## config.mk

```make
export PLATFORM = sky130hd
export DESIGN_NAME = sar_adc_control
export DESIGN_NICKNAME = d
export VERILOG_FILES = /design/src/rtl/sar_adc_pkg.sv /design/src/rtl/sar_step_div.sv /design/src/rtl/sar_engine.sv /design/src/rtl/sar_adc_control.sv
export SDC_FILE = /design/constraint.sdc
export NUM_CORES = 1
export LEC_CHECK = 0
export BUFFER_PORTS_ARGS = -buffer_cell sky130_fd_sc_hd__buf_2
export CAP_MARGIN = 5
export CORE_MARGIN = 1
export CORE_UTILIZATION = 45
export CTS_BUF_LIST = sky130_fd_sc_hd__clkbuf_2
export CTS_CLUSTER_DIAMETER = 30
export DETAILED_ROUTE_END_ITERATION = 8
export HOLD_SLACK_MARGIN = 0.15
export PLACE_DENSITY_LB_ADDON = 0.25
export SYNTH_ARGS = -nofsm -noshare
export SYNTH_HDL_FRONTEND = slang
export SYNTH_SLANG_ARGS = --single-unit
```

## constraint.sdc

```tcl
create_clock -name i_mclk -period 2.6 [get_ports i_mclk]
set_input_delay 0.39 -clock i_mclk [delete_from_list [all_inputs] [get_ports i_mclk]]
set_output_delay 0.39 -clock i_mclk [all_outputs]
set_load 0.03 [all_outputs]
```

## src/rtl/sar_adc_pkg.sv

```systemverilog
// Shared constants and types for the successive-approximation converter
// control block.
// Assumes a 32-bit AXI4-Lite register bus, one word per register.
package sar_adc_pkg;

    // Register indices; byte address is four times the index
    localparam logic [7:0] IDX_MISC = 8'h0C;
    localparam logic [7:0] IDX_PORT = 8'h0D;
    localparam logic [7:0] IDX_CHAN = 8'h16;
    localparam logic [7:0] IDX_RES_LO = 8'h17;
    localparam logic [7:0] IDX_RES_HI = 8'h18;
    localparam logic [7:0] IDX_PIN_SEL = 8'h19;
    localparam logic [7:0] IDX_SPEED = 8'h1A;
    localparam logic [7:0] IDX_START = 8'h20;
    localparam logic [7:0] IDX_LADDER = 8'h21;
    localparam logic [7:0] IDX_IRQ_STAT = 8'h30;
    localparam logic [7:0] IDX_IRQ_MASK = 8'h31;
    localparam logic [7:0] IDX_POWER = 8'h32;

    // Field positions
    localparam int START_BIT = 2;
    localparam int LADDER_OFF_BIT = 2;
    localparam int PULLUP_BIT = 3;
    localparam int STOP_BIT = 0;
    localparam int IRQ_DONE_BIT = 0;
    localparam int SPEED_FAST_BIT = 0;

    // Values after reset, and the first trial code
    localparam logic [3:0] NIB_RST = 4'h0;
    localparam logic [3:0] PORT_LATCH_RST = 4'hF;
    localparam logic [7:0] RESULT_POWERUP = 8'h80;
    localparam logic [7:0] FIRST_TRIAL = 8'h80;

    // Cycles per approximation step, slow and fast speed settings
    localparam int STEP_CYC_SLOW = 16;
    localparam int STEP_CYC_FAST = 4;
    localparam int RES_BITS = 8;

    localparam logic [1:0] RESP_OKAY = 2'h0;
    localparam logic [1:0] RESP_SLVERR = 2'h2;

    typedef struct packed {
        logic [3:0] pin_analog;
        logic [3:0] port_latch;
        logic pullup_en;
        logic ladder_en;
        logic [1:0] chan;
    } analog_ctl_t;

endpackage : sar_adc_pkg

```

## src/rtl/sar_step_div.sv

```systemverilog
// Step-rate divider: one-cycle enable pulse every N clock cycles.
// Assumes i_clear restarts the count so the first step has full length.
`timescale 1ns/1ns
module sar_step_div #(
    parameter int SLOW = sar_adc_pkg::STEP_CYC_SLOW,
    parameter int FAST = sar_adc_pkg::STEP_CYC_FAST
) (
    // Clock and reset
    input wire logic i_mclk,
    input wire logic i_arst_n,
    // Control
    input wire logic i_run,
    input wire logic i_clear,
    input wire logic i_fast,
    // Step pulse
    output logic o_step
);
    logic [7:0] cnt_r;
    logic [7:0] cnt_nxt;
    wire logic [7:0] limit = i_fast ? 8'(FAST - 1) : 8'(SLOW - 1);
    wire logic at_end = (cnt_r >= limit);

    assign o_step = i_run && at_end;
    assign cnt_nxt = (i_clear || o_step) ? 8'h00 :
                     (i_run ? cnt_r + 8'h01 : cnt_r);

    always_ff @(posedge i_mclk or negedge i_arst_n) begin
        if (!i_arst_n) begin
            cnt_r <= 8'h00;
        end else begin
            cnt_r <= cnt_nxt;
        end
    end
endmodule : sar_step_div

```

## src/rtl/sar_engine.sv

```systemverilog
// Successive-approximation sequencer: one sample step, then one trial
// per result bit, MSB first.
// Assumes i_cmp is high when the analog input is at or above the ladder tap.
`timescale 1ns/1ns
module sar_engine #(
    parameter int BITS = sar_adc_pkg::RES_BITS
) (
    // Clock and reset
    input wire logic i_mclk,
    input wire logic i_arst_n,
    // Control
    input wire logic i_start,
    input wire logic i_step,
    input wire logic i_cmp,
    // Status and ladder
    output logic o_busy,
    output logic o_sample,
    output logic o_done,
    output logic [BITS-1:0] o_code,
    output logic [BITS-1:0] o_result
);
    typedef enum logic [1:0] {S_IDLE, S_SAMPLE, S_TRIAL} sar_state_t;
    sar_state_t state_r;
    sar_state_t state_nxt;
    logic [BITS-1:0] code_r;
    logic [BITS-1:0] code_nxt;
    logic [BITS-1:0] mask_r;
    logic [BITS-1:0] mask_nxt;
    logic done_nxt;
    wire logic [BITS-1:0] kept = i_cmp ? code_r : (code_r & ~mask_r);

    always_comb begin
        state_nxt = state_r;
        code_nxt = code_r;
        mask_nxt = mask_r;
        done_nxt = 1'b0;
        case (state_r)
            S_IDLE: begin
                if (i_start) begin
                    state_nxt = S_SAMPLE;
                    mask_nxt = BITS'(1) << (BITS - 1);
                    code_nxt = mask_nxt;
                end
            end
            S_SAMPLE: begin
                if (i_step) begin
                    state_nxt = S_TRIAL;
                end
            end
            S_TRIAL: begin
                if (i_step) begin
                    code_nxt = kept | (mask_r >> 1);
                    mask_nxt = mask_r >> 1;
                    if (mask_r[0]) begin
                        code_nxt = kept;
                        state_nxt = S_IDLE;
                        done_nxt = 1'b1;
                    end
                end
            end
            default: state_nxt = S_IDLE;
        endcase
    end

    always_ff @(posedge i_mclk or negedge i_arst_n) begin
        if (!i_arst_n) begin
            state_r <= S_IDLE;
            code_r <= '0;
            mask_r <= '0;
            o_done <= 1'b0;
        end else begin
            state_r <= state_nxt;
            code_r <= code_nxt;
            mask_r <= mask_nxt;
            o_done <= done_nxt;
        end
    end

    // Result survives reset; it loads with the done pulse, the same edge
    // at which the start flag drops
    always_ff @(posedge i_mclk) begin
        if (o_done) begin
            o_result <= code_r;
        end
    end

    assign o_busy = (state_r != S_IDLE);
    assign o_sample = (state_r == S_SAMPLE);
    assign o_code = code_r;
endmodule : sar_engine

```

## src/rtl/sar_adc_control.sv

```systemverilog
// Converter control block: AXI4-Lite register file, start/done handshake,
// ladder power, pin mode and interrupt.
// Assumes one clock domain, AXI master obeying single-outstanding rules.
//
// Local design decision: the AXI4-Lite slave port.
`timescale 1ns/1ns

// How it works
// - An 8-bit code is found bit by bit against the ladder for one channel.
// - The pin select register marks each shared pin analog or digital.
// - The speed register sets how fast the conversion steps.
// - The channel register picks which analog input feeds the converter.
// - Writing 1 to bit 2 of the start register begins a conversion.
// - On completion the result is stored and the start flag drops together.
// - The ladder-off flag cuts ladder current in active and standby modes.
// - The result reads as a low nibble and a high nibble, both read-only.
// - Reset leaves the result registers as they were.
// - The result holds until the next conversion completes.
// - Stop mode halts the converter and cuts all ladder current.
// - Reset sets every port latch to 1, so pull-up acts if enabled.
module sar_adc_control #(
    parameter int STEP_SLOW = sar_adc_pkg::STEP_CYC_SLOW,
    parameter int STEP_FAST = sar_adc_pkg::STEP_CYC_FAST
) (
    // Clock and reset
    input wire logic i_mclk,
    input wire logic i_arst_n,
    // AXI4-Lite write address and data
    input wire logic [9:0] i_awaddr,
    input wire logic i_awvalid,
    output logic o_awready,
    input wire logic [31:0] i_wdata,
    input wire logic [3:0] i_wstrb,
    input wire logic i_wvalid,
    output logic o_wready,
    // AXI4-Lite write response
    output logic [1:0] o_bresp,
    output logic o_bvalid,
    input wire logic i_bready,
    // AXI4-Lite read
    input wire logic [9:0] i_araddr,
    input wire logic i_arvalid,
    output logic o_arready,
    output logic [31:0] o_rdata,
    output logic [1:0] o_rresp,
    output logic o_rvalid,
    input wire logic i_rready,
    // Analog front end
    input wire logic i_cmp,
    output logic [7:0] o_dac_code,
    output logic o_sample,
    output logic [1:0] o_chan_sel,
    output logic o_ladder_en,
    // Pins
    output logic [3:0] o_pin_analog,
    output logic [3:0] o_port_latch,
    output logic o_pullup_en,
    // Interrupt
    output logic o_irq
);
    logic [3:0] chan_r;
    logic [3:0] pin_sel_r;
    logic [3:0] speed_r;
    logic [3:0] port_r;
    logic [3:0] misc_r;
    logic start_flag_r;
    logic ladder_off_r;
    logic stop_r;
    logic irq_stat_r;
    logic irq_mask_r;
    logic bvalid_r;
    logic [1:0] bresp_r;
    logic rvalid_r;
    logic [31:0] rdata_r;
    logic [1:0] rresp_r;
    logic busy;
    logic done;
    logic step;
    logic sample;
    logic [7:0] code;
    logic [7:0] result;
    sar_adc_pkg::analog_ctl_t ctl;

    // Mapped indices; anything else answers with an error response
    function automatic logic known_idx(input logic [7:0] idx);
        known_idx = (idx == sar_adc_pkg::IDX_MISC) ||
                    (idx == sar_adc_pkg::IDX_PORT) ||
                    (idx == sar_adc_pkg::IDX_CHAN) ||
                    (idx == sar_adc_pkg::IDX_RES_LO) ||
                    (idx == sar_adc_pkg::IDX_RES_HI) ||
                    (idx == sar_adc_pkg::IDX_PIN_SEL) ||
                    (idx == sar_adc_pkg::IDX_SPEED) ||
                    (idx == sar_adc_pkg::IDX_START) ||
                    (idx == sar_adc_pkg::IDX_LADDER) ||
                    (idx == sar_adc_pkg::IDX_IRQ_STAT) ||
                    (idx == sar_adc_pkg::IDX_IRQ_MASK) ||
                    (idx == sar_adc_pkg::IDX_POWER);
    endfunction : known_idx

    // Write side: both channels taken together, one response outstanding
    wire logic wr_go = i_awvalid && i_wvalid && !bvalid_r;
    wire logic [7:0] wr_idx = i_awaddr[9:2];
    wire logic wr_ok = known_idx(wr_idx) && (i_awaddr[1:0] == 2'h0);
    wire logic wr_en = wr_go && wr_ok && i_wstrb[0];
    wire logic [3:0] wnib = i_wdata[3:0];

    // Strobe of one register: an enabled, accepted write to its index
    function automatic logic wr_hit(input logic en, input logic [7:0] at,
            input logic [7:0] idx);
        wr_hit = en && (at == idx);
    endfunction : wr_hit

    wire logic wr_chan = wr_hit(wr_en, wr_idx, sar_adc_pkg::IDX_CHAN);
    wire logic wr_pin = wr_hit(wr_en, wr_idx, sar_adc_pkg::IDX_PIN_SEL);
    wire logic wr_speed = wr_hit(wr_en, wr_idx, sar_adc_pkg::IDX_SPEED);
    wire logic wr_port = wr_hit(wr_en, wr_idx, sar_adc_pkg::IDX_PORT);
    wire logic wr_misc = wr_hit(wr_en, wr_idx, sar_adc_pkg::IDX_MISC);
    wire logic wr_start = wr_hit(wr_en, wr_idx, sar_adc_pkg::IDX_START);
    wire logic wr_ladder = wr_hit(wr_en, wr_idx, sar_adc_pkg::IDX_LADDER);
    wire logic wr_stat = wr_hit(wr_en, wr_idx, sar_adc_pkg::IDX_IRQ_STAT);
    wire logic wr_mask = wr_hit(wr_en, wr_idx, sar_adc_pkg::IDX_IRQ_MASK);
    wire logic wr_power = wr_hit(wr_en, wr_idx, sar_adc_pkg::IDX_POWER);

    // Start only from idle; a set during a conversion is dropped
    wire logic start_req = wr_start &&
                           wnib[sar_adc_pkg::START_BIT] && !busy;

    // Address and data are only taken together, at one edge
    assign o_awready = wr_go;
    assign o_wready = wr_go;
    assign o_bvalid = bvalid_r;
    assign o_bresp = bresp_r;

    // Read side: one cycle from address to data
    wire logic rd_go = i_arvalid && !rvalid_r;
    wire logic [7:0] rd_idx = i_araddr[9:2];
    wire logic rd_ok = known_idx(rd_idx) && (i_araddr[1:0] == 2'h0);
    logic [3:0] rd_nib;

    // Write-only registers read back as zero
    always_comb begin
        rd_nib = 4'h0;
        case (rd_idx)
            sar_adc_pkg::IDX_RES_LO: rd_nib = result[3:0];
            sar_adc_pkg::IDX_RES_HI: rd_nib = result[7:4];
            sar_adc_pkg::IDX_PORT: rd_nib = port_r;
            sar_adc_pkg::IDX_MISC: rd_nib = misc_r;
            sar_adc_pkg::IDX_START:
                rd_nib = {1'b0, start_flag_r, 2'h0};
            sar_adc_pkg::IDX_LADDER:
                rd_nib = {1'b0, ladder_off_r, 2'h0};
            sar_adc_pkg::IDX_IRQ_STAT: rd_nib = {3'h0, irq_stat_r};
            sar_adc_pkg::IDX_IRQ_MASK: rd_nib = {3'h0, irq_mask_r};
            sar_adc_pkg::IDX_POWER: rd_nib = {3'h0, stop_r};
            default: rd_nib = 4'h0;
        endcase
    end

    assign o_arready = rd_go;
    assign o_rvalid = rvalid_r;
    assign o_rdata = rdata_r;
    assign o_rresp = rresp_r;

    // Write response stands until the master takes it
    always_ff @(posedge i_mclk or negedge i_arst_n) begin
        if (!i_arst_n) begin
            bvalid_r <= 1'b0;
            bresp_r <= sar_adc_pkg::RESP_OKAY;
        end else if (wr_go) begin
            bvalid_r <= 1'b1;
            bresp_r <= wr_ok ? sar_adc_pkg::RESP_OKAY
                             : sar_adc_pkg::RESP_SLVERR;
        end else if (i_bready) begin
            bvalid_r <= 1'b0;
        end
    end

    // Read data is frozen at the address edge, so it stands until taken
    always_ff @(posedge i_mclk or negedge i_arst_n) begin
        if (!i_arst_n) begin
            rvalid_r <= 1'b0;
            rdata_r <= 32'h0000_0000;
            rresp_r <= sar_adc_pkg::RESP_OKAY;
        end else if (rd_go) begin
            rvalid_r <= 1'b1;
            rdata_r <= {28'h0000000, rd_nib};
            rresp_r <= rd_ok ? sar_adc_pkg::RESP_OKAY
                             : sar_adc_pkg::RESP_SLVERR;
        end else if (i_rready) begin
            rvalid_r <= 1'b0;
        end
    end

    // Control registers
    always_ff @(posedge i_mclk or negedge i_arst_n) begin
        if (!i_arst_n) begin
            chan_r <= sar_adc_pkg::NIB_RST;
            pin_sel_r <= sar_adc_pkg::NIB_RST;
            speed_r <= sar_adc_pkg::NIB_RST;
        end else begin
            if (wr_chan) chan_r <= wnib;
            if (wr_pin) pin_sel_r <= wnib;
            if (wr_speed) speed_r <= wnib;
        end
    end

    // Port latch leaves reset high, so an enabled pull-up acts at once
    always_ff @(posedge i_mclk or negedge i_arst_n) begin
        if (!i_arst_n) begin
            misc_r <= sar_adc_pkg::NIB_RST;
            port_r <= sar_adc_pkg::PORT_LATCH_RST;
        end else begin
            if (wr_misc) misc_r <= wnib;
            if (wr_port) port_r <= wnib;
        end
    end

    // Power and interrupt mask controls
    always_ff @(posedge i_mclk or negedge i_arst_n) begin
        if (!i_arst_n) begin
            ladder_off_r <= 1'b0;
            stop_r <= 1'b0;
            irq_mask_r <= 1'b0;
        end else begin
            if (wr_ladder) ladder_off_r <= wnib[sar_adc_pkg::LADDER_OFF_BIT];
            if (wr_power) stop_r <= wnib[sar_adc_pkg::STOP_BIT];
            if (wr_mask) irq_mask_r <= wnib[sar_adc_pkg::IRQ_DONE_BIT];
        end
    end

    // Start flag and done status; in both, a set wins over a clear in the same cycle
    wire logic clr_done = wr_stat && wnib[sar_adc_pkg::IRQ_DONE_BIT];

    always_ff @(posedge i_mclk or negedge i_arst_n) begin
        if (!i_arst_n) begin
            start_flag_r <= 1'b0;
        end else if (start_req) begin
            start_flag_r <= 1'b1;
        end else if (done) begin
            start_flag_r <= 1'b0;
        end
    end

    // A done event in the same cycle as a software clear keeps the bit set
    always_ff @(posedge i_mclk or negedge i_arst_n) begin
        if (!i_arst_n) begin
            irq_stat_r <= 1'b0;
        end else if (done) begin
            irq_stat_r <= 1'b1;
        end else if (clr_done) begin
            irq_stat_r <= 1'b0;
        end
    end

    // Level interrupt: high while the done status is set and unmasked
    assign o_irq = irq_stat_r && irq_mask_r;

    // Stop mode freezes the step timer, so the converter does not advance
    sar_step_div #(
        .SLOW(STEP_SLOW),
        .FAST(STEP_FAST)
    ) u_div (
        .i_mclk(i_mclk),
        .i_arst_n(i_arst_n),
        .i_run(busy && !stop_r),
        .i_clear(start_req),
        .i_fast(speed_r[sar_adc_pkg::SPEED_FAST_BIT]),
        .o_step(step)
    );

    // Result register changes only on completion and holds until then
    sar_engine #(
        .BITS(sar_adc_pkg::RES_BITS)
    ) u_sar (
        .i_mclk(i_mclk),
        .i_arst_n(i_arst_n),
        .i_start(start_req),
        .i_step(step),
        .i_cmp(i_cmp),
        .o_busy(busy),
        .o_sample(sample),
        .o_done(done),
        .o_code(code),
        .o_result(result)
    );

    // Stop mode cuts the ladder whatever the off flag holds
    assign ctl.pin_analog = pin_sel_r;
    assign ctl.port_latch = port_r;
    assign ctl.pullup_en = misc_r[sar_adc_pkg::PULLUP_BIT];
    assign ctl.ladder_en = !ladder_off_r && !stop_r;
    assign ctl.chan = chan_r[1:0];

    assign o_pin_analog = ctl.pin_analog;
    assign o_port_latch = ctl.port_latch;
    assign o_pullup_en = ctl.pullup_en;
    assign o_ladder_en = ctl.ladder_en;
    assign o_chan_sel = ctl.chan;
    assign o_dac_code = code;
    assign o_sample = sample;
endmodule : sar_adc_control

```

==> metrics <==
Syn Area/Cell=10.6 um^2; Setup WS pre-CTS=439 ps; Critical Setup Path Class=reg2reg; status=finished clean; setup ws final=404 ps; clk buf depth=2; pwr dens=677 nW/um^2; dpl hpwl=4.89 mm; synth top area cells=dfrtp_1, edfxtp_1, buf_4; area share of the largest cell type after synthesis=0.391; Critical Path Max Stage Delay=450 ps; # fillers=646; nets@finish=456; Finished Core Util=0.549; Tightest Pin Transition=634 ps; final wirelength=6.57 mm; Critical Path End Type=register; critical path, cell by cell=ha_1 > or4_1 > a211o_1 > and3_1 > and2_4 > a211oi_2; commonest cells in the netlist=dfrtp_1, buf_4, nor2_1; Tcrit/Tclk final=0.845; Worst-path clk slew=180 ps; die extent in y=87.2 um; Reg2Reg Capture Point=u_sar.o_code[0]; combinational cell fraction of total power=0.284; via/cell ratio=5.17; DR vias=2534; combined buffer and inverter count along the critical path=0; remaining antenna violation count=0; dpl cells=467; Sw Share=0.363; Flop pwr share=0.496; Setup crit start=u_div.cnt_r[3]; n_diodes=0; Post-Synthesis Cell Area=3270 um^2; DIE AREA=7610 um^2; fin crit period=2200 ps; Synth Flop Type=dfrtp_1; endpoints failing setup=0; register area share after synthesis=0.496; GPL Wtd Cong=0.953; Die Span X=87.2 um; Levels on crit path=6; asr flop ratio synth=0.873; clk_skew=24.9 ps; Worst R2R Setup Slack=400 ps; global route overflow=0; io pins=127; Worst R2R Path Depth=6; Synth Area in Adders=0.0115; setup TNS=0 ps; Netlist cell types=57; Pins Over Slew Limit=0; synth warn=0; max cap viols=0; CTS H-tree lvls=3; P&R area growth vs syn=16.0%; hold crit path type=in2reg; Simple-Gate Fraction of Synth Area=0.155; Fmax=455 MHz; # port buffers=65; Slew HR=0.577; RSZ-0062 raised after global routing=false; Syn Inst Count=308; Worst Setup Start Kind=register; Synth Area in XOR/XNOR=0; DRC errors left=0; number of global-route vias before repair=2352; post-synth top area cell=dfrtp_1; crit path max fanout=8; # rows=30; count leader, synth=dfrtp_1; routed len/inst=13.4 um; Critical Path Sink=u_sar.o_code[0]; Iteration-0 DRC Markers=109; CTS Buf Count=9; First-pass DRT Iterations=4; GRT Overall Usage=0.187; global-route wire length before repair=10.8 mm; Hold Startpoint=i_wdata[2]; initial antenna violation count=0; Arr. time, crit path=2600 ps; Top Family by Delay on Critical Path=simple AND/OR/NAND/NOR gates; largest family of logic cells by synthesized area=compound AO/OA/AOI/OAI gates; VDD IR max=0.000301 V; Clk network pwr share=0.220; Synth Area in Compound Gates=0.172; Worst-Skew Late Latency=470 ps; Worst path slowest cell=dfrtp_1; internal power=1640 uW; Yosys reg bits=63; largest net degree at the start of global routing=30; CP required=3000 ps; CTS root buffer=clkbuf_2; CTS tree=yes; endpoints failing hold=0; Leakage=0.00186 uW; layout cells sized above 1=0.305; R2R Path Start=u_div.cnt_r[3]; Non-Filler Instances=490; clock sink count=63; core box area=6910 um^2; EDFF count, synth=8; Net Sw Power=931 uW; Starting Density=0.473; proportion of synthesized area in mux cells=0.0743
==> timing repair <==
action	CTS	global route
buffers inserted	0	0
hold endpoints to repair	32	0
hold buffers	7	0
resized for setup	0	0
==> how the worst min path moves through the flow <==
stage,to,cells past startpoint
CTS,o_pin_analog[2],2
detailed placement,u_sar.mask_r[0],1
global placement,u_sar.mask_r[0],1
global route,o_pin_analog[2],2
floorplan,chan_r[0],0
finish,o_pin_analog[2],2
==> power groups by stage <==
stage | logic (uW) | clock network (uW) | registers [uW]
finish | 729 | 564 | 1270
global placement | 705 | 0 | 1290
floorplan | 462 | 0 | 1370
global route | 802 | 637 | 1300
detailed placement | 723 | 0 | 1290
CTS | 732 | 584 | 1270
==> area by class of cell <==
type                       instances  area [um^2]  area share
clock inverter                     7         63.8      0.0168
multi-input combinational        229         1460       0.385
sequential                        63         1620       0.428
inverter                           9         33.8     0.00891
tap                               96          120      0.0317
timing repair buffer              77          445       0.117
clock buffer                       9         45.0      0.0119
==> flip-flops by register name, indices dropped and copies added (netlist names), 2 cells and up <==
signal          flops
o_port_latch        4
u_sar.state_r       2
u_sar.mask_r        8
u_div.cnt_r         8
o_pin_analog        4
u_sar.o_code        8
misc_r              4
o_rdata             4
u_sar.o_result      8
chan_r              2
==> kinds of logic (layout without fill, tap and decap cells) <==
| logic type | after synthesis | after routing |
|---|---|---|
| and+or+nand+nor | 96 | 96 |
| other | 1 | 30 |
| buffers and inverters | 45 | 102 |
| DFF | 63 | 63 |
| adders and majority gates | 3 | 3 |
| AOI/OAI and AO/OA | 78 | 78 |
| muxes | 22 | 22 |
==> stage by stage <==
step / power (uW) / hold WS (ps) / area, um^2
after floorplan: 1830 / 94.4 / 3380
after global placement: 1990 / 447 / 3610
after detailed placement: 2010 / 453 / 3610
after CTS: 2590 / 177 / 3790
after global routing: 2740 / 176 / 3790
final: 2570 / 226 / 3790
==> placed cells by master (no fill, tap or decap), types with 8 or more instances in the layout <==
cell type	count
a21oi_1	17
buf_2	65
clkbuf_2	9
conb_1	30
dfrtp_1	51
edfxtp_1	8
inv_1	8
mux2_2	18
nand2_1	20
nor2_1	28
o21ai_0	12
==> per-layer routing <==
layer / track usage / share of wire / up-vias
met5: 0 / 0 / -
met4: 0.0820 / 0.0090 / 0
met3: 0.0313 / 0.042 / 8
met2: 0.313 / 0.48 / 77
met1: 0.240 / 0.47 / 1218
li1: - / - / 1231
Power figures use the tool's default switching activity.
